$ cat config.mk
export PLATFORM = sky130hd
export DESIGN_NAME = sdf_sinc3_filter
export DESIGN_NICKNAME = d
export VERILOG_FILES = /design/src/verilog/sdf_pkg.sv /design/src/verilog/sdf_rate_if.sv /design/src/verilog/sdf_rate_gen.sv /design/src/verilog/sdf_sinc3_filter.sv
export VERILOG_INCLUDE_DIRS = /design/src /design/src/verilog
export SDC_FILE = /design/constraint.sdc
export NUM_CORES = 1
export LEC_CHECK = 0
export BUFFER_PORTS_ARGS = -buffer_cell sky130_fd_sc_hd__buf_2
export CORE_MARGIN = 2
export CORE_UTILIZATION = 49
export CTS_BUF_LIST = sky130_fd_sc_hd__clkbuf_8
export CTS_CLUSTER_SIZE = 8
export DETAILED_ROUTE_END_ITERATION = 10
export PLACE_DENSITY = 0.74
export SKIP_LAST_GASP = 1
export SYNTH_ARGS = -nofsm -noshare
export SYNTH_HDL_FRONTEND = slang
export SYNTH_HIERARCHICAL = 1
export SYNTH_SLANG_ARGS = --single-unit
$ cat constraint.sdc
create_clock -name clk -period 35.4 [get_ports clk]
set_input_delay 3.54 -clock clk [delete_from_list [all_inputs] [get_ports clk]]
set_output_delay 3.54 -clock clk [all_outputs]
set_load 0.02 [all_outputs]
$ cat src/verilog/sdf_regs.svh
// Constants of the sinc-cubed decimation filter: rates, widths, settling.
// Assumes inclusion by bare name from the rate generator and filter design files.
//
// Behaviour
// (RULE1) Modulator strobe runs at clock rate times rate multiplier over 512.
// (RULE2) Capacitor switch strobe runs at clock times multiplier times gain over 512.
// (RULE3) Output words appear at modulator rate over decimation ratio plus one.
// (RULE4) Samples per output follow the programmed decimation ratio.
// (RULE5) Each word uses results from the last three output periods.
// (RULE6) Response is sinc cubed with N the decimation length.
// (RULE7) Filter averages the bits, giving nulls at data rate multiples.
// (RULE8) Half-power point follows at 0.262 times data rate from sinc cubed.
// (RULE9) Positive differential input yields positive signed two's complement words.
// (RULE10) Rate multiplier supports 1, 2, 4, 8 and 16.
// (RULE11) Each word spans three ratios of samples; settles after three words.
// (RULE12) Three integrators at modulator rate, three differentiators at output rate.
// (RULE13) A valid pulse marks each new word once per output period.
`ifndef SDF_REGS_SVH
`define SDF_REGS_SVH

// ****************************************************************
// Rate generation
// ****************************************************************
`define SDF_PHASE_W     9
`define SDF_MOD_DIV     10'h200
`define SDF_SEL_MAX     3'h4
`define SDF_GAP_W       10
`define SDF_GAP_ONE     10'h001

// ****************************************************************
// Filter structure
// ****************************************************************
`define SDF_ORDER       3
`define SDF_SETTLE_CNT  2'h3
`define SDF_WORD_INC    2'h1

`endif

$ cat src/verilog/sdf_pkg.sv
// Types shared by the decimation filter modules.
// Assumes nothing beyond a SystemVerilog compiler.
`default_nettype none
package sdf_pkg;
  typedef logic [2:0] sdf_sel_t;
endpackage
`default_nettype wire

$ cat src/verilog/sdf_rate_if.sv
// Strobes and rate selections passed between rate generator and filter.
// Assumes a single clock shared by both ends.
`timescale 1ns/100ps
`default_nettype none
interface sdf_rate_if;
  sdf_pkg::sdf_sel_t turboSel;
  sdf_pkg::sdf_sel_t gainSel;
  logic              modStb;
  logic              capStb;

  modport gen (input turboSel, input gainSel, output modStb, output capStb);
  modport flt (output turboSel, output gainSel, input modStb, input capStb);
endinterface
`default_nettype wire

$ cat src/verilog/sdf_rate_gen.sv
// Phase accumulators that derive modulator and capacitor strobes.
// Assumes selections stay steady for at least one strobe period.
`timescale 1ns/100ps
`default_nettype none
`include "sdf_regs.svh"
module sdf_rate_gen
(
  // Clock and reset.
  input wire logic clk,
  input wire logic resetn,
  // Selections in, strobes out.
  sdf_rate_if.gen  rif
);

  typedef struct packed
  {
    logic [1:0][`SDF_PHASE_W-1:0] ph;
    logic [1:0]                   stb;
  } sdf_rg_s;

  sdf_rg_s            st_r;
  sdf_rg_s            st_nxt;
  sdf_pkg::sdf_sel_t  tSel;
  sdf_pkg::sdf_sel_t  gSel;

  // ****************************************************************
  // Accumulators
  // ****************************************************************
  // Selections beyond sixteen clamp, so a bad code never stalls the rate.
  always_comb
  begin
    logic [1:0][`SDF_PHASE_W:0] sum;
    logic [`SDF_PHASE_W:0]      inc;
    sum    = '0;
    inc    = '0;
    tSel   = (rif.turboSel > `SDF_SEL_MAX) ? `SDF_SEL_MAX : rif.turboSel;
    gSel   = (rif.gainSel > `SDF_SEL_MAX) ? `SDF_SEL_MAX : rif.gainSel;
    st_nxt = st_r;
    for (int k = 0; k < 2; k++)
    begin
      // Step is the multiplier, times gain for the capacitor lane.
      inc    = `SDF_GAP_ONE << tSel; // RULE10
      if (k == 1)
        inc = inc << gSel; // RULE2
      sum[k] = {1'b0, st_r.ph[k]} + inc;
      st_nxt.ph[k]  = sum[k][`SDF_PHASE_W-1:0];
      st_nxt.stb[k] = sum[k][`SDF_PHASE_W]; // RULE1 RULE2
    end
  end

  // State register.
  always_ff @(posedge clk or negedge resetn)
  begin
    if (!resetn)
      st_r <= '0;
    else
      st_r <= st_nxt;
  end

  assign rif.modStb = st_r.stb[0];
  assign rif.capStb = st_r.stb[1];

  // ****************************************************************
  // Checks
  // ****************************************************************
  // Gap counters measure cycles between strobes under steady selections.
  logic [1:0][`SDF_GAP_W-1:0] gap_r;
  logic [1:0]                 seen_r;
  logic [5:0]                 selPrev_r;
  sdf_pkg::sdf_sel_t          tPrev;
  sdf_pkg::sdf_sel_t          gPrev;
  always_ff @(posedge clk or negedge resetn)
  begin
    if (!resetn)
    begin
      gap_r     <= '0;
      seen_r    <= '0;
      selPrev_r <= '0;
    end
    else
    begin
      selPrev_r <= {tSel, gSel};
      for (int k = 0; k < 2; k++)
      begin
        gap_r[k] <= st_r.stb[k] ? `SDF_GAP_ONE : gap_r[k] + `SDF_GAP_ONE;
        if ({tSel, gSel} != selPrev_r)
          seen_r[k] <= 1'b0;
        else if (st_r.stb[k])
          seen_r[k] <= 1'b1;
      end
    end
  end

  // A strobe was computed one cycle before it shows, so it is judged by
  // the selections of that cycle; a change on the strobe cycle is legal.
  assign {tPrev, gPrev} = selPrev_r;
endmodule // sdf_rate_gen
`default_nettype wire

$ cat src/verilog/sdf_sinc3_filter.sv
// Top of the sinc-cubed decimation filter of a delta-sigma converter.
// Assumes the modulator bit is valid in the cycle of modStrobe and that
// the serial side takes dataWord on the dataValid pulse.
`timescale 1ns/100ps
`default_nettype none
`include "sdf_regs.svh"
module sdf_sinc3_filter
#(
  parameter int DR_W  = 13,
  parameter int ACC_W = 3 * (DR_W + 1) + 1
)
(
  // Clock and reset.
  input  wire logic             clk,
  input  wire logic             resetn,
  // Configuration from the command side.
  input  wire logic [2:0]       turboSel,
  input  wire logic [2:0]       inputGainSetting,
  input  wire logic [DR_W-1:0]  decimRatio,
  // Modulator side.
  input  wire logic             modBit,
  output logic                  modulatorRate,
  output logic                  capacitorSwitchRate,
  // Result side.
  output logic signed [ACC_W-1:0] dataWord,
  output logic                  dataValid,
  output logic                  dataSettled
);

  // ****************************************************************
  // Rate generation
  // ****************************************************************
  sdf_rate_if rif ();
  assign rif.turboSel = turboSel;
  assign rif.gainSel  = inputGainSetting;

  sdf_rate_gen u_rate
  (
    .clk    (clk),
    .resetn (resetn),
    .rif    (rif)
  );

  // Both strobes leave straight from the generator's flip-flops.
  assign modulatorRate       = rif.modStb; // RULE1
  assign capacitorSwitchRate = rif.capStb; // RULE2

  // ****************************************************************
  // Filter state
  // ****************************************************************
  typedef logic signed [ACC_W-1:0] sdf_acc_t;
  typedef struct packed
  {
    logic [DR_W-1:0]                 cnt;
    sdf_acc_t [`SDF_ORDER-1:0]       integ;
    sdf_acc_t [`SDF_ORDER-1:0]       dly;
    sdf_acc_t                        word;
    logic                            valid;
    logic [1:0]                      words;
    logic                            settled;
  } sdf_flt_s;

  sdf_flt_s st_r;
  sdf_flt_s st_nxt;
  logic     wrap;
  sdf_acc_t sample;

  // A one maps to plus one, a zero to minus one, so the average carries
  // the sign of the differential input.
  assign sample = modBit ? sdf_acc_t'(1) : sdf_acc_t'(-1); // RULE9
  assign wrap   = rif.modStb && (st_r.cnt == '0);

  // ****************************************************************
  // Integrators, decimation and differentiators
  // ****************************************************************
  // Integrators wrap modulo two to the ACC_W; the differentiators undo
  // the wrap exactly, which is why no saturation is needed anywhere.
  always_comb
  begin
    sdf_acc_t x;
    sdf_acc_t y;
    x      = '0;
    y      = '0;
    st_nxt = st_r;
    st_nxt.valid = 1'b0;
    if (rif.modStb)
    begin
      // Cascade of three running sums at the modulator rate.
      x = sample;
      for (int k = 0; k < `SDF_ORDER; k++)
      begin
        st_nxt.integ[k] = st_r.integ[k] + x; // RULE12 RULE7
        x = st_nxt.integ[k];
      end
      // Count down and reload from the ratio, N = ratio plus one.
      if (st_r.cnt == '0)
        st_nxt.cnt = decimRatio; // RULE4 RULE12
      else
        st_nxt.cnt = st_r.cnt - 1'b1; // RULE4
    end
    if (wrap)
    begin
      // Three differences, each against its value one period back, so
      // the word spans three periods of samples: sinc cubed of length N.
      x = st_nxt.integ[`SDF_ORDER-1];
      for (int k = 0; k < `SDF_ORDER; k++)
      begin
        y = x - st_r.dly[k]; // RULE5 RULE6 RULE8
        st_nxt.dly[k] = x;
        x = y;
      end
      st_nxt.word  = x; // RULE7 RULE9
      st_nxt.valid = 1'b1; // RULE3 RULE13
      // The first words mix in reset history; the flag rises on the third.
      if (st_r.words != `SDF_SETTLE_CNT)
        st_nxt.words = st_r.words + `SDF_WORD_INC; // RULE11
      st_nxt.settled = (st_nxt.words == `SDF_SETTLE_CNT); // RULE11
    end
  end

  // State register.
  always_ff @(posedge clk or negedge resetn)
  begin
    if (!resetn)
      st_r <= '0;
    else
      st_r <= st_nxt;
  end

  assign dataWord    = st_r.word;
  assign dataValid   = st_r.valid;
  assign dataSettled = st_r.settled;
endmodule // sdf_sinc3_filter
`default_nettype wire

==> results.ini <==
[status]
status=finished, final reports clean

[critical_path]
rr_startpoint=st_r[177]$_DFFE_PN0P_
path_class=in2reg
endpoint_kind=flip-flop
crit_required_ps=35900
r2r_slack_ps=22170
reg2reg_depth=64
crit_fanout=41
cpPeakStageDelay_ps=840
crit_path_start_kind=primary input
r2r_end=dataWord[41]$_DFFE_PN0P_
worst_path_max_delay_cell=a2111oi_0
crit_arrival_ps=16920

[global_routing]
grt_pass1_vias=20700
antenna_found_initial=0
grt_remaining_overflow=0
grt_usage=0.204
grt_max_degree=153
grt_pass1_wl_um=94800

[sta]
slew_headroom=0.267
tns_ps=0
fin_crit_ps=16420
final-setup-viol-count=0
worst_pin_slew_ps=1070
hold_viol_final=0
fin_ws_ps=18980
drv_slew=0
rsz0062_at_grt=no
period_share=0.464
clock_skew_ps=24.5
fmaxAchievable_mhz=60.9

[drt]
drt_iter0_drc=1191
drcViolationCount=0
drt-wirelength-per-cell_um=14.9
ant_nets=0
vias=20900
vias_per_cell=5.62
finalWirelength_um=55300
first_pass_iters=6

[floorplan]
die_h_um=234
core-area_mm2=0.0524
num_io_pins=69
die_w_um=234
row_count=84
dieArea_mm2=0.0547
initial_core_util=0.494

[cts]
clock_latency_ps=650
cts_tree=built
cts.sink_count=338
cts.hold.buffers_added=0
clock_path_buffers=3
cts-htree-levels=2
cts_made_buffers=61
cts_resized=0
clk_pin_slew_worst_paths_ps=60
postCtsSetupBuffers=0
cts-root-buf=clkbuf_8

[place]
place_hpwl_um=41400
dp_slack_ps=18610
port_buffers=68
gp_congestion=0.911

[worst_hold_path]
hold_end=dataWord[1]$_DFFE_PN0P_
whs_path_depth=2
hp-start=dataWord[1]$_DFFE_PN0P_
hold_path_class=reg2reg

[cells_and_area]
layout-drive-gt1-share=0.104
syn_to_final_growth_pct=7.44
fill_cells=4647
diodes=0
finalNetCount=3279

[synth]
synth_top_area_share=0.327
syn-instance-count=2950
synth_warnings=6
synthFlopType=dfrtp_1
synth_seq_cells=338
ys_types=80
async_reset_ff_frac=1.00
syn_avg_cell_area_um2=8.77
yosys-top-cells-area=dfrtp_1, ha_1, o21ai_0, xnor2_1, mux2_2
synth_area_mm2=0.0259
synth_top_cell_by_area=dfrtp_1
ys_seq_area_frac=0.327
synth_enable_flop_cells=0

[flow_run]
maxCapViolations=0

cells in the final DEF (no fill, tap or decap), drive strengths merged, types with 16 or more instances in the layout:
master  synthesis  layout
nand3          41      41
a31oi          21      21
nand4          21      21
o31ai          23      23
mux2          124     124
nor2b          37      37
a21o          127     127
nor3           34      34
o21ai         293     293
clkbuf         64      79
and2           16      16
o21a           36      36
xor2           74      74
o21bai         40      40
nor2          182     182
o211ai         18      18
buf            50      78
nand2b         48      48
a21oi         226     226
a211oi         20      20
ha            270     270
inv           220     241
dfrtp         338     338
xnor2         162     162
nand2         289     289
layout make-up:
type	instances	area, um2	share of cell area
sequential	338	8460	0.304
clock buffer	79	1090	0.0391
multi-input combinational	2280	16000	0.576
tap	688	861	0.0310
inverter	220	831	0.0299
clock inverter	27	114	0.00409
timing repair buffer	78	438	0.0157
metrics by stage:
stage,instance area [um2],hold slack (ps),utilization,instances
final,27800,468,0.530,3710
after global routing,27800,498,0.530,3710
after CTS,27800,476,0.530,3710
after detailed placement,26600,462,0.507,3604
after global placement,26600,447,0.507,3604
after floorplan,25900,440,-,2952
worst max-delay path, delay by kind of cell:
family | cells | cell delay (ps)
and+or+nand+nor | 18 | 2770
adders and majority gates | 6 | 2030
muxes | 1 | 290
AOI/OAI and AO/OA | 33 | 6620
buffers and inverters | 3 | 620
xor gates and xnor gates | 6 | 1040
cell usage after synthesis (41+ instances only):
master	n
dfrtp_1	338
o21ai_0	292
nand2_1	288
ha_1	270
a21oi_1	225
inv_1	219
nor2_1	182
xnor2_1	162
a21o_1	127
mux2_2	124
xor2_1	73
clkbuf_1	64
nand2b_1	48
buf_4	43
nand3_1	41
how the worst max path moves through the flow:
stage | start | endpoint | slack [ps]
after floorplan | modBit | dataWord[41]$_DFFE_PN0P_ | 19870
after global placement | modBit | dataWord[41]$_DFFE_PN0P_ | 19020
after detailed placement | modBit | dataWord[41]$_DFFE_PN0P_ | 18610
after CTS | modBit | dataWord[41]$_DFFE_PN0P_ | 19120
after global routing | modBit | dataWord[41]$_DFFE_PN0P_ | 17830
final | modBit | dataWord[41]$_DFFE_PN0P_ | 18980
cell families (layout without fill, tap and decap cells):
| group | count (synthesis) | count (layout) | synth area share |
|---|---|---|---|
| multiplexers | 128 | 128 | 0.0555 |
| adder cells (fa/ha/maj) | 278 | 278 | 0.137 |
| flip-flops | 338 | 338 | 0.327 |
| other | 1 | 3 | 0.000145 |
| buffers and inverters | 334 | 404 | 0.0548 |
| AND/OR/NAND/NOR | 736 | 736 | 0.131 |
| XOR/XNOR | 237 | 237 | 0.0810 |
| AO/OA/AOI/OAI | 898 | 898 | 0.214 |
state kept, by name (all words and copies together), names as in the netlist:
| name | flops |
|---|---|
| u_rate/rif.capStb | 1 |
| st_r | 273 |
| u_rate/st_r | 18 |
| u_rate/rif.modStb | 1 |
| dataWord | 43 |
| dataValid | 1 |
| dataSettled | 1 |
per-layer routing:
metal | share of wire | routed length (um) | global-route usage
met3 | 0.038 | 2110 | 0.0260
met4 | 0.028 | 1550 | 0.0714
met1 | 0.45 | 24800 | 0.259
met2 | 0.49 | 26800 | 0.357
met5 | 0 | 0 | 0
Power is not shown: default switching activity piles up to over one toggle a cycle in this logic, so the estimate is an artifact.
